[config.mk]
export PLATFORM = sky130hd
export DESIGN_NAME = cipd_sequencer
export DESIGN_NICKNAME = d
export VERILOG_FILES = /design/src/pkg/cipd_pkg.sv /design/src/design/cipd_sequencer.sv
export SDC_FILE = /design/constraint.sdc
export NUM_CORES = 1
export LEC_CHECK = 0
export ABC_AREA = 1
export BUFFER_PORTS_ARGS = -buffer_cell sky130_fd_sc_hd__buf_4
export CELL_PAD_IN_SITES_DETAIL_PLACEMENT = 1
export CELL_PAD_IN_SITES_GLOBAL_PLACEMENT = 2
export CORE_ASPECT_RATIO = 1.5
export CORE_MARGIN = 10
export CORE_UTILIZATION = 35
export CTS_BUF_LIST = sky130_fd_sc_hd__clkbuf_16
export DETAILED_ROUTE_END_ITERATION = 7
export PLACE_DENSITY_LB_ADDON = 0.2
export SLEW_MARGIN = 20
export SYNTH_ARGS = -nofsm -noshare
export SYNTH_HDL_FRONTEND = slang
export SYNTH_SLANG_ARGS = --single-unit
[constraint.sdc]
create_clock -name clock -period 6.5 [get_ports clock]
set_clock_uncertainty 0.05 [all_clocks]
set_input_delay 0.65 -clock clock [delete_from_list [all_inputs] [get_ports clock]]
set_output_delay 0.65 -clock clock [all_outputs]
set_load 0.01 [all_outputs]
[src/pkg/cipd_pkg.sv]
package cipd_pkg;
    localparam int unsigned CLK_HZ = 25_000_000;
    localparam int unsigned BIAS_DELAY_MS = 220;
    localparam int unsigned RETRY_MS = 2000;
    localparam int unsigned DCD_MS = 500;
    localparam int unsigned LOAD_MS = 30;
    localparam int unsigned BIAS_DELAY_CYC = CLK_HZ / 1000 * BIAS_DELAY_MS;
    localparam int unsigned RETRY_CYC = CLK_HZ / 1000 * RETRY_MS;
    localparam int unsigned DCD_CYC = CLK_HZ / 1000 * DCD_MS;
    localparam int unsigned LOAD_CYC = CLK_HZ / 1000 * LOAD_MS;
    localparam int unsigned INT_PULSE_CYC = 16;
    // Avalon register offsets (byte addresses)
    localparam logic [3:0] ADDR_CTRL = 4'h0;
    localparam logic [3:0] ADDR_LIMIT = 4'h4;
    localparam logic [3:0] ADDR_STATUS = 4'h8;
    localparam logic [3:0] ADDR_APPLIED = 4'hc;
    // Control bits
    localparam int unsigned CTRL_AUTO = 0;
    localparam int unsigned CTRL_HVA = 1;
    localparam int unsigned CTRL_HVB = 2;
    localparam int unsigned CTRL_FORCE = 3;
    localparam int unsigned CTRL_SHIP_EXIT = 4;
    localparam logic [4:0] CTRL_RESET = 5'h07;
    // Current limit codes, 100 mA plus 50 mA per step
    localparam logic [5:0] LIM_500MA = 6'h08;
    localparam logic [5:0] LIM_1A = 6'h12;
    localparam logic [5:0] LIM_1P5A = 6'h1c;
    localparam logic [5:0] LIM_2A = 6'h26;
    localparam logic [5:0] LIM_2P1A = 6'h28;
    localparam logic [5:0] LIM_2P4A = 6'h2e;
    localparam logic [5:0] LIM_3P25A = 6'h3f;
    localparam logic [5:0] LIM_RESET = 6'h08;
    // Port type codes
    localparam logic [2:0] PT_NONE = 3'h0;
    localparam logic [2:0] PT_SDP = 3'h1;
    localparam logic [2:0] PT_CDP = 3'h2;
    localparam logic [2:0] PT_DCP = 3'h3;
    localparam logic [2:0] PT_HV = 3'h4;
    localparam logic [2:0] PT_UNKNOWN = 3'h5;
    localparam logic [2:0] PT_DIVIDER = 3'h6;
    // BC1.2 result codes from the port front end
    localparam logic [1:0] BC_SDP = 2'h1;
    localparam logic [1:0] BC_CDP = 2'h2;
    localparam logic [1:0] BC_DCP = 2'h3;

    typedef enum logic [2:0] {
        CIPD_HIZ = 3'b000,
        CIPD_QUAL = 3'b001,
        CIPD_WAIT = 3'b011,
        CIPD_DETECT = 3'b010,
        CIPD_HANDSHAKE = 3'b110,
        CIPD_RUN = 3'b111
    } cipd_state_e;

    typedef struct packed {
        logic input_uvlo_ok;
        logic sleep_ok;
        logic below_ovp;
        logic above_min;
        logic batt_above_dplz;
        logic discharge_oc;
    } cipd_cmp_s;

    typedef struct packed {
        logic dp_1p2;
        logic dp_2p0;
        logic dp_2p7;
        logic dm_1p2;
        logic dm_2p0;
        logic dm_2p7;
    } cipd_win_s;

    typedef struct packed {
        logic dp_sink;
        logic dp_source;
        logic dm_sink;
        logic dm_source;
    } cipd_drive_s;
endpackage : cipd_pkg

[src/design/cipd_sequencer.sv]
// The Avalon-MM slave port and the register offsets were decided locally.
`timescale 1ns/1ns
`default_nettype none
module cipd_sequencer import cipd_pkg::*; #(
    parameter int unsigned BIAS_CYC = BIAS_DELAY_CYC,
    parameter int unsigned RETRY_WAIT_CYC = RETRY_CYC,
    parameter int unsigned DCD_WAIT_CYC = DCD_CYC,
    parameter int unsigned LOAD_WAIT_CYC = LOAD_CYC,
    parameter int unsigned PULSE_CYC = INT_PULSE_CYC,
    parameter bit HV_12V = 1'b1
) (
    // Clock and reset
    input wire logic clock,
    input wire logic reset_n,
    // Avalon-MM slave
    input wire logic [3:0] avs_address,
    input wire logic avs_read,
    input wire logic avs_write,
    input wire logic [31:0] avs_writedata,
    input wire logic [3:0] avs_byteenable,
    output logic [31:0] avs_readdata,
    output logic avs_waitrequest,
    // Analog comparators
    input wire cipd_cmp_s cmp_in,
    input wire logic boost_mode,
    input wire logic [5:0] limit_pin,
    // Port detection front end
    input wire logic bc_done,
    input wire logic [1:0] bc_result,
    input wire cipd_win_s win_in,
    // Power controls
    output logic battery_switch_ff,
    output logic bias_regulator_ff,
    output logic high_impedance_state_ff,
    output logic load_enable_ff,
    output logic bc_start_ff,
    output cipd_drive_s drive_ff,
    output logic converter_enable_ff,
    output logic [5:0] applied_limit_ff,
    // Host interrupt
    output logic host_int_n_ff
);
    cipd_state_e state_ff, nxt_state;
    cipd_cmp_s cmp_meta_ff, cmp_ff;
    cipd_win_s win_meta_ff, win_ff;
    logic bc_done_meta_ff, bc_done_ff;
    logic [1:0] bc_res_meta_ff, bc_res_ff;
    logic [31:0] timer_ff;
    logic [7:0] pulse_ff;
    logic [4:0] ctrl_ff;
    logic [5:0] input_current_limit_ff;
    logic [2:0] port_type_status_ff;
    logic [1:0] source_type_status_ff;
    logic input_good_flag_ff, power_good_flag_ff, battery_switch_disabled_ff;
    logic ack_ff, int_pend_ff;
    logic int_req, det_done, hv_en, wr_ok, rd_ok, attached;
    logic [5:0] det_limit;
    logic [2:0] det_type;

    assign attached = cmp_ff.input_uvlo_ok;
    assign hv_en = ctrl_ff[CTRL_HVA] | ctrl_ff[CTRL_HVB];
    assign wr_ok = avs_write & ack_ff;
    assign rd_ok = avs_read & ~ack_ff;

    // Comparator and port front end synchronisers
    always_ff @(posedge clock or negedge reset_n) begin
        if (!reset_n) begin
            cmp_meta_ff <= '0;
            cmp_ff <= '0;
            win_meta_ff <= '0;
            win_ff <= '0;
            bc_done_meta_ff <= 1'b0;
            bc_done_ff <= 1'b0;
            bc_res_meta_ff <= 2'h0;
            bc_res_ff <= 2'h0;
        end else begin
            cmp_meta_ff <= cmp_in;
            cmp_ff <= cmp_meta_ff;
            win_meta_ff <= win_in;
            win_ff <= win_meta_ff;
            bc_done_meta_ff <= bc_done;
            bc_done_ff <= bc_done_meta_ff;
            bc_res_meta_ff <= bc_result;
            bc_res_ff <= bc_res_meta_ff;
        end
    end

    // Divider adapter decode
    always_comb begin
        det_limit = LIM_500MA;
        det_type = PT_UNKNOWN;
        if (win_ff.dp_2p7 && win_ff.dm_2p0) begin
            det_limit = LIM_2P1A;
            det_type = PT_DIVIDER;
        end else if (win_ff.dp_1p2 && win_ff.dm_1p2) begin
            det_limit = LIM_2A;
            det_type = PT_DIVIDER;
        end else if (win_ff.dp_2p0 && win_ff.dm_2p7) begin
            det_limit = LIM_1A;
            det_type = PT_DIVIDER;
        end else if (win_ff.dp_2p7 && win_ff.dm_2p7) begin
            det_limit = LIM_2P4A;
            det_type = PT_DIVIDER;
        end
    end

    // Sequencer
    always_comb begin
        nxt_state = state_ff;
        det_done = 1'b0;
        case (state_ff)
            CIPD_HIZ: begin
                if (attached && cmp_ff.sleep_ok && timer_ff >= BIAS_CYC - 1) begin
                    nxt_state = CIPD_QUAL;
                end
            end
            CIPD_QUAL: begin
                if (timer_ff >= LOAD_WAIT_CYC - 1) begin
                    if (cmp_ff.below_ovp && cmp_ff.above_min) begin
                        nxt_state = (ctrl_ff[CTRL_AUTO] || ctrl_ff[CTRL_FORCE]) ? CIPD_DETECT : CIPD_RUN;
                    end else begin
                        nxt_state = CIPD_WAIT;
                    end
                end
            end
            CIPD_WAIT: begin
                if (timer_ff >= RETRY_WAIT_CYC - 1) begin
                    nxt_state = CIPD_QUAL;
                end
            end
            CIPD_DETECT: begin
                if (bc_done_ff) begin
                    if (bc_res_ff == BC_DCP && hv_en) begin
                        nxt_state = CIPD_HANDSHAKE;
                    end else begin
                        nxt_state = CIPD_RUN;
                        det_done = 1'b1;
                    end
                end else if (timer_ff >= DCD_WAIT_CYC - 1) begin
                    nxt_state = CIPD_RUN;
                    det_done = 1'b1;
                end
            end
            CIPD_HANDSHAKE: begin
                if (timer_ff >= LOAD_WAIT_CYC - 1) begin
                    nxt_state = CIPD_RUN;
                    det_done = 1'b1;
                end
            end
            CIPD_RUN: begin
                if (ctrl_ff[CTRL_FORCE]) begin
                    nxt_state = CIPD_DETECT;
                end
            end
            default: nxt_state = CIPD_HIZ;
        endcase
        if (!attached || !cmp_ff.sleep_ok) begin
            nxt_state = CIPD_HIZ;
            det_done = 1'b0;
        end
    end

    always_ff @(posedge clock or negedge reset_n) begin
        if (!reset_n) begin
            state_ff <= CIPD_HIZ;
        end else begin
            state_ff <= nxt_state;
        end
    end

    // Delay timer restarts on each state change
    always_ff @(posedge clock or negedge reset_n) begin
        if (!reset_n) begin
            timer_ff <= 32'h0000_0000;
        end else if (nxt_state != state_ff || (state_ff == CIPD_HIZ && !(attached && cmp_ff.sleep_ok))) begin
            timer_ff <= 32'h0000_0000;
        end else if (timer_ff != 32'hffff_ffff) begin
            timer_ff <= timer_ff + 32'h0000_0001;
        end
    end

    // Power outputs
    always_ff @(posedge clock or negedge reset_n) begin
        if (!reset_n) begin
            bias_regulator_ff <= 1'b0;
            high_impedance_state_ff <= 1'b1;
            load_enable_ff <= 1'b0;
            bc_start_ff <= 1'b0;
            drive_ff <= '0;
            converter_enable_ff <= 1'b0;
        end else begin
            bias_regulator_ff <= nxt_state != CIPD_HIZ;
            high_impedance_state_ff <= nxt_state == CIPD_HIZ;
            load_enable_ff <= nxt_state == CIPD_QUAL;
            bc_start_ff <= nxt_state == CIPD_DETECT;
            drive_ff.dp_sink <= nxt_state == CIPD_HANDSHAKE && HV_12V;
            drive_ff.dm_source <= nxt_state == CIPD_HANDSHAKE && HV_12V;
            drive_ff.dp_source <= nxt_state == CIPD_HANDSHAKE && !HV_12V;
            drive_ff.dm_sink <= nxt_state == CIPD_HANDSHAKE && !HV_12V;
            converter_enable_ff <= nxt_state == CIPD_RUN;
        end
    end

    // Battery switch and overcurrent latch
    always_ff @(posedge clock or negedge reset_n) begin
        if (!reset_n) begin
            battery_switch_ff <= 1'b0;
            battery_switch_disabled_ff <= 1'b0;
        end else begin
            if (cmp_ff.discharge_oc) begin
                battery_switch_disabled_ff <= 1'b1;
            end else if ((attached && !cmp_ff.sleep_ok) || state_ff == CIPD_QUAL || ctrl_ff[CTRL_SHIP_EXIT]) begin
                battery_switch_disabled_ff <= 1'b0;
            end
            battery_switch_ff <= cmp_ff.batt_above_dplz && !cmp_ff.discharge_oc
                && !battery_switch_disabled_ff;
        end
    end

    // Status flags and detection results
    always_ff @(posedge clock or negedge reset_n) begin
        if (!reset_n) begin
            input_good_flag_ff <= 1'b0;
            power_good_flag_ff <= 1'b0;
            input_current_limit_ff <= LIM_RESET;
            port_type_status_ff <= PT_NONE;
            source_type_status_ff <= 2'h0;
        end else begin
            if (nxt_state == CIPD_HIZ) begin
                input_good_flag_ff <= 1'b0;
                power_good_flag_ff <= 1'b0;
            end else if (state_ff == CIPD_QUAL && nxt_state != CIPD_WAIT && nxt_state != CIPD_QUAL) begin
                input_good_flag_ff <= 1'b1;
                if (nxt_state == CIPD_RUN) begin
                    power_good_flag_ff <= 1'b1;
                end
            end
            if (det_done) begin
                power_good_flag_ff <= 1'b1;
                source_type_status_ff <= bc_done_ff ? bc_res_ff : 2'h0;
                if (state_ff == CIPD_HANDSHAKE) begin
                    input_current_limit_ff <= LIM_1P5A;
                    port_type_status_ff <= PT_HV;
                end else if (!bc_done_ff) begin
                    input_current_limit_ff <= det_limit;
                    port_type_status_ff <= det_type;
                end else if (bc_res_ff == BC_CDP) begin
                    input_current_limit_ff <= LIM_1P5A;
                    port_type_status_ff <= PT_CDP;
                end else if (bc_res_ff == BC_DCP) begin
                    input_current_limit_ff <= LIM_3P25A;
                    port_type_status_ff <= PT_DCP;
                end else begin
                    input_current_limit_ff <= LIM_500MA;
                    port_type_status_ff <= PT_SDP;
                end
            end else if (wr_ok && avs_address == ADDR_LIMIT && avs_byteenable[0]) begin
                input_current_limit_ff <= avs_writedata[5:0];
            end
        end
    end

    // Applied limit
    always_ff @(posedge clock or negedge reset_n) begin
        if (!reset_n) begin
            applied_limit_ff <= LIM_RESET;
        end else begin
            applied_limit_ff <= (limit_pin < input_current_limit_ff) ? limit_pin : input_current_limit_ff;
        end
    end

    // Control register with self-clearing force bit
    always_ff @(posedge clock or negedge reset_n) begin
        if (!reset_n) begin
            ctrl_ff <= CTRL_RESET;
        end else begin
            if (wr_ok && avs_address == ADDR_CTRL && avs_byteenable[0]) begin
                ctrl_ff <= avs_writedata[4:0];
            end else begin
                ctrl_ff[CTRL_SHIP_EXIT] <= 1'b0;
            end
            if (det_done) begin
                ctrl_ff[CTRL_FORCE] <= 1'b0;
            end
        end
    end

    // Interrupt pulse, a request during a pulse waits for the gap
    assign int_req = det_done || (state_ff == CIPD_QUAL && nxt_state != CIPD_WAIT
        && nxt_state != CIPD_QUAL && nxt_state != CIPD_HIZ);
    always_ff @(posedge clock or negedge reset_n) begin
        if (!reset_n) begin
            pulse_ff <= 8'h00;
            int_pend_ff <= 1'b0;
            host_int_n_ff <= 1'b1;
        end else begin
            if ((int_req || int_pend_ff) && pulse_ff == 8'h00) begin
                pulse_ff <= 8'(PULSE_CYC);
                int_pend_ff <= 1'b0;
            end else begin
                if (int_req) begin
                    int_pend_ff <= 1'b1;
                end
                if (pulse_ff != 8'h00) begin
                    pulse_ff <= pulse_ff - 8'h01;
                end
            end
            host_int_n_ff <= !(((int_req || int_pend_ff) && pulse_ff == 8'h00) || pulse_ff > 8'h01);
        end
    end

    // Avalon-MM slave, one wait state
    always_ff @(posedge clock or negedge reset_n) begin
        if (!reset_n) begin
            ack_ff <= 1'b0;
            avs_readdata <= 32'h0000_0000;
        end else begin
            ack_ff <= (avs_read || avs_write) && !ack_ff;
            if (rd_ok) begin
                case (avs_address)
                    ADDR_CTRL: avs_readdata <= {27'h0, ctrl_ff};
                    ADDR_LIMIT: avs_readdata <= {26'h0, input_current_limit_ff};
                    ADDR_STATUS: avs_readdata <= {24'h0, battery_switch_disabled_ff, power_good_flag_ff,
                        input_good_flag_ff, source_type_status_ff, port_type_status_ff};
                    ADDR_APPLIED: avs_readdata <= {21'h0, state_ff, 2'h0, applied_limit_ff};
                    default: avs_readdata <= 32'h0000_0000;
                endcase
            end
        end
    end
    assign avs_waitrequest = (avs_read || avs_write) && !ack_ff;
endmodule : cipd_sequencer
`default_nettype wire

**Word level (Yosys, flattened, before mapping)**

Cells that the tools add are included.

- Muxes and demuxes: 56
- Reductions and logical operators: 53
- Equal/unequal tests: 18
- Bitwise logic cells: 4
- Magnitude comparators: 6
- Add/subtract/negate cells: 2

Operators with widths:

| operator | number |
|---|---|
| $mux 6 | 11 |
| $mux 32 | 2 |
| $pmux 11 s4 | 1 |
| $mux 3 | 13 |
| $add 32x1->32 const B | 1 |
| $ge 32x20->1 const B | 1 |
| $ge 32x23->1 const B | 1 |
| $ge 32x24->1 const B | 1 |
| $ge 32x26->1 const B | 1 |
| $ne 32x32->1 const B | 1 |
| $logic_and 1x1->1 | 21 |
| $mux 1 | 18 |
| $pmux 3 s6 | 1 |
| $mux 8 | 2 |
| $reduce_bool 2->1 | 7 |
| $eq 3x3->1 const B | 4 |
| $mux 2 | 6 |
| $eq 3x2->1 const B | 3 |
| $logic_or 1x1->1 | 9 |
| $reduce_bool 3->1 | 3 |
| $eq 4x4->1 const B | 2 |
| $gt 8x1->1 const B | 1 |
| $logic_not 8->1 | 1 |
| $reduce_bool 8->1 | 1 |
| 17 further kinds | 27 |

- Bits of input ports: 66
- Logic and storage cells: 191
- Output and inout port bits: 50
- Register bits after elaboration: 140

**Depth between registers and ports, before layout**

- Depth in word-level cells: 15
- Mapped depth: 20
- Depth with buffers taken out: 19

**Worst setup path after synthesis**

Ideal clock, no wire load.

- Path kind: register to register
- Start: reg timer_ff[0]
- End: reg timer_ff[23]
- Library setup time: 0.068 ns
- Cell stages (with the launch flop): 20
- Data arrival time: 1.955 ns
- Slack: 4.427 ns
- Period minus slack after synthesis: 2.073 ns
- Cells stage by stage: dfrtp_1 ha_1 nand2_1 inv_1 nand2_1 nand3_1 nand2_1 nand2_1 nand2_1 nand2_1 nand2_1 nand3_1 nor2_2 nor2_4 nand2_2 nand2_1 nor2_2 nand2_4 buf_12 nor2_4

- Cells in the longest elaborated chain, start to end: 8
- Elaborated cells between the ends (all ways): 20
- Classes of those cells: add/sub: 1; order compare: 4; eq/ne: 2; mux: 10; reduce/logical: 3

RTL lines:

| element | RTL line | RTL |
|---|---|---|
| start: declaration | cipd_sequencer.sv:48 | `logic [31:0] timer_ff;` |
| start signal: assignment | cipd_sequencer.sv:178 | `timer_ff <= timer_ff + 32'h0000_0001;` |
| $ge 32x24->1 / $ge 32x23->1 (equally long branches) | cipd_sequencer.sv:139, cipd_sequencer.sv:113 |  |
| $mux 3 / $logic_and 1x1->1 (equally long branches) | cipd_sequencer.sv:139, cipd_sequencer.sv:113 |  |
| $mux 3 (on tied branches) | cipd_sequencer.sv:132, cipd_sequencer.sv:113 |  |
| $pmux 3 s6 * | cipd_sequencer.sv:111 | `case (state_ff)` |
| $mux 3 * | cipd_sequencer.sv:157 | `if (!attached \|\| !cmp_ff.sleep_ok) begin` |
| via nxt_state[2] | cipd_sequencer.sv:43 | `cipd_state_e state_ff, nxt_state;` |
| $ne 3x3->1 * | cipd_sequencer.sv:175 | `end else if (nxt_state != state_ff \|\| (state_ff == CIPD_HIZ && !(attached && cmp_ff.sleep_ok))) begin` |
| $logic_or 1x1->1 * | cipd_sequencer.sv:175 |  |
| $mux 32 / $reduce_bool 2->1 (equally long branches) | n/a |  |

Mark *: on every way through the listed nets, which the timed path passes. The rest lies on a longest branch. The select of a mux whose other input is x is not followed.
A chain may end at the register's enable or synchronous reset.

**Final worst setup path**

- Start: reg timer_ff[0]
- End: reg timer_ff[5]

- Cells in the longest elaborated chain, start to end: 8
- Elaborated cells between the ends (all ways): 20
- Classes of those cells: add/sub: 1; order compare: 4; eq/ne: 2; mux: 10; reduce/logical: 3

RTL lines:

| element | RTL line |
|---|---|
| $ge 32x24->1 / $ge 32x23->1 (equally long branches) | cipd_sequencer.sv:139, cipd_sequencer.sv:113 |
| $mux 3 / $logic_and 1x1->1 (equally long branches) | cipd_sequencer.sv:139, cipd_sequencer.sv:113 |
| $mux 3 (on tied branches) | cipd_sequencer.sv:132, cipd_sequencer.sv:113 |
| $pmux 3 s6 | cipd_sequencer.sv:111 |
| $mux 3 | cipd_sequencer.sv:157 |
| $ne 3x3->1 | cipd_sequencer.sv:175 |
| $logic_or 1x1->1 | cipd_sequencer.sv:175 |
| $mux 32 / $reduce_bool 2->1 (equally long branches) | n/a |

Several ways; a longest one is shown, not always the timed one. The select of a mux whose other input is x is not followed.

==> metrics <==
Worst setup startpoint timer_ff[0]; Most common cell on crit path nand2_1; all-layer global routing usage between 10% and 20%; reg2reg start timer_ff[0]; Slew Limit Fails 0; routability cong. 0.8312; fin crit share between 40 and 50%; DR pass1 iterations 4; Post-DP Area 0.006800 mm^2; Critical Path, Cell by Cell ha_1, nand2_1, inv_1, nand2_1, nor2_1, nand2_1, nor4_1, nand4_1, inv_1, nor2_1, xnor2_1, nor2_4; number of port buffers 62; Gate Count Post-Synth 715; final setup TNS 0 ns; Cell Pwr Density between 200 and 300 mW/mm^2; DR DRC count 0; initial antenna violation count 0; TritonCTS clock tree done; endpoints failing hold 0; top cells by area, synth dfrtp_1, nand2_1, nor2_4, inv_1, nor2_1; layout cells sized above 1 a little over a fifth; Yosys Warn Count 0; final setup violation count 0; sequential share of the synthesized area 47.75%; async set-reset flop share out of synthesis 100.0%; Worst Path Arrival 3.18 ns; drt initial violations 283; number of synthesized flops with an enable pin 0; RSZ-0062 raised after global routing false; clk_lat worst skew 0.41 ns; Max Root-Sink Buffers 2; Crit-path slowest cell nand4_1; Die X 129.2 um; Synth area leader dfrtp_1; Post-CTS Setup Inserts 0; post-synth top area share between 40 and 50%; die area 0.02373 mm^2; root buffer cell clkbuf_16; vias in the first global route 5374; critical path fanouts, max 12; synth unique cells 50; Row Count 59; Core Area 0.01750 mm^2; P_leak 3.534 nW; Setup crit end kind flip-flop; Worst Setup Path Type flip-flop to flip-flop; max_slew headroom 30.29%; total CTS buffers 17; Worst path top cell family by delay simple AND/OR/NAND/NOR gates; hold bufs inserted after CTS 0; design area 0.007416 mm^2; Synth-to-Final Area Change 18.56%; GRT overflow 0; crit path launch type flip-flop; CP Data Required Time 6.72 ns; DRT antenna net count 0; Die Y 183.7 um; Hold Slack between 0.2 and 0.25 ns; Clock transition at path regs around 0.05 ns; DR WL/cell 15.98 um; post-layout min period 2.960 ns; Final HPWL DP 12.46 mm; Tightest Hold Check Type input port to async pin; Ports ~120; Syn Area/Cell 8.748 um^2; Cell Area, Synth 0.006255 mm^2; most frequent cell after synthesis nand2_1; Yosys reg bits 119; outcome finished clean; reg2reg setup slack 3.54 ns; Max Cap Violations 0; Worst VDD drop 176.8 uV; via/cell ratio 4.832; first-pass GRT wire length 27.01 mm; ANT cells 0; commonest register cell after synthesis dfrtp_1; cts repair resizes 0; top cells by count, synth nand2_1, dfrtp_1, inv_1; routed via count approximately 5000; Highest Clock Rate 0.3378 GHz; DP Cell Count between 900 and 1000; Largest stage delay, worst path 0.56 ns; # H-tree levels 4; fin nets between 800 and 900; Post-Layout Cell Count 1010; worst path bufs/invs 2; worst slew pin tran ~1.0 ns; Starting Density 35.75%; Clock Sinks 119; largest net degree at the start of global routing between 70 and 80; WL final 16.14 mm
==> state kept, by name, summed over array words and instances, names as in the netlist, 5 cells and up <==
register,count
avs_readdata,11
cmp_ff,5
input_current_limit_ff,6
pulse_ff,8
timer_ff,32
cmp_meta_ff,6
applied_limit_ff,6
ctrl_ff,5
win_ff,6
win_meta_ff,6
==> layout by cell type, fill, tap and decap left out, types with 3 or more instances in the layout <==
cell type / Yosys / layout
a21oi_1: 17 / 17
buf_4: 24 / 62
bufinv_16: 0 / 4
clkbuf_16: 0 / 17
clkinv_2: 0 / 4
clkinvlp_4: 0 / 4
conb_1: 1 / 23
dfrtp_1: 112 / 112
dfstp_2: 7 / 7
ha_1: 8 / 8
inv_1: 81 / 82
inv_2: 7 / 7
mux2_2: 5 / 5
nand2_1: 147 / 147
nand2_2: 6 / 6
nand3_1: 36 / 36
nand4_1: 22 / 22
nor2_1: 71 / 71
nor2_2: 10 / 10
nor2_4: 31 / 31
nor3_1: 17 / 17
nor4_1: 5 / 5
o2111ai_1: 3 / 3
o21ai_0: 28 / 28
o31ai_1: 4 / 4
or2_1: 3 / 3
xnor2_1: 6 / 6
xor2_1: 19 / 19
==> per-layer routing <==
| layer | wire length (um) | share of wire, % | vias to the layer above | global-route usage (%) |
|---|---|---|---|---|
| met4 | 259 | 1.6 | 0 | 5.203 |
| met5 | 0 | 0 | - | 0 |
| met1 | 6511 | 40 | 2381 | 15.06 |
| met3 | 633 | 3.9 | 19 | 3.782 |
| li1 | - | - | 2414 | - |
| met2 | 8740 | 54 | 66 | 26.44 |
==> power by group <==
group	switching [W]	internal [W]
clock	0.000338	0.000636
sequential	0.0000255	0.000780
combinational	0.0000931	0.0000591
==> cell families (layout without fill, tap and decap cells) <==
logic type | after synthesis | in the layout | share of synthesized area [%]
AND/OR/NAND/NOR | 356 | 356 | 28.73
buffers and inverters | 124 | 184 | 9.762
flip-flops | 119 | 119 | 47.75
AO/OA/AOI/OAI | 75 | 75 | 7.282
XOR/XNOR | 26 | 26 | 3.761
adder cells (fa/ha/maj) | 8 | 8 | 1.600
multiplexers | 6 | 6 | 1.060
other | 1 | 23 | 0.05995
==> per-stage QoR <==
stage	setup slack, ns	total power [W]	utilization, %
detailed placement	3.496	0.0009739	38.87
finish	3.540	0.001931	42.39
floorplan	4.427	0.0009030	-
CTS	3.455	0.001969	42.37
global route	3.136	0.002020	42.39
global placement	3.520	0.0009683	38.87
==> area by class of cell <==
type,instances,area [um^2]
Multi-Input combinational cell,494,2740
Clock inverter,15,186.4
Timing Repair Buffer,63,476.7
Tap cell,213,266.5
Clock buffer,17,425.4
Fill cell,2044,10080
Sequential cell,119,2987
Inverter,89,334.1
==> worst register-to-register path, cell delays in order (launching register included) <==
cell,delay (ns)
dfrtp_1,0.37
ha_1,0.20
nand2_1,0.08
inv_1,0.10
nand2_1,0.07
nor2_1,0.22
nand2_1,0.14
nor4_1,0.22
nand4_1,0.56
inv_1,0.40
nor2_1,0.09
xnor2_1,0.25
nor2_4,0.06
==> final timing paths <==
check                      cells past startpoint                  end
max                                           12          timer_ff[5]
min reg2reg                                    0            win_ff[5]
max in group asynchronous                      2        host_int_n_ff
max reg2reg                                   12          timer_ff[5]
min                                            1  applied_limit_ff[5]
min in group clock                             1       win_meta_ff[5]
Power figures use the tool's default switching activity.
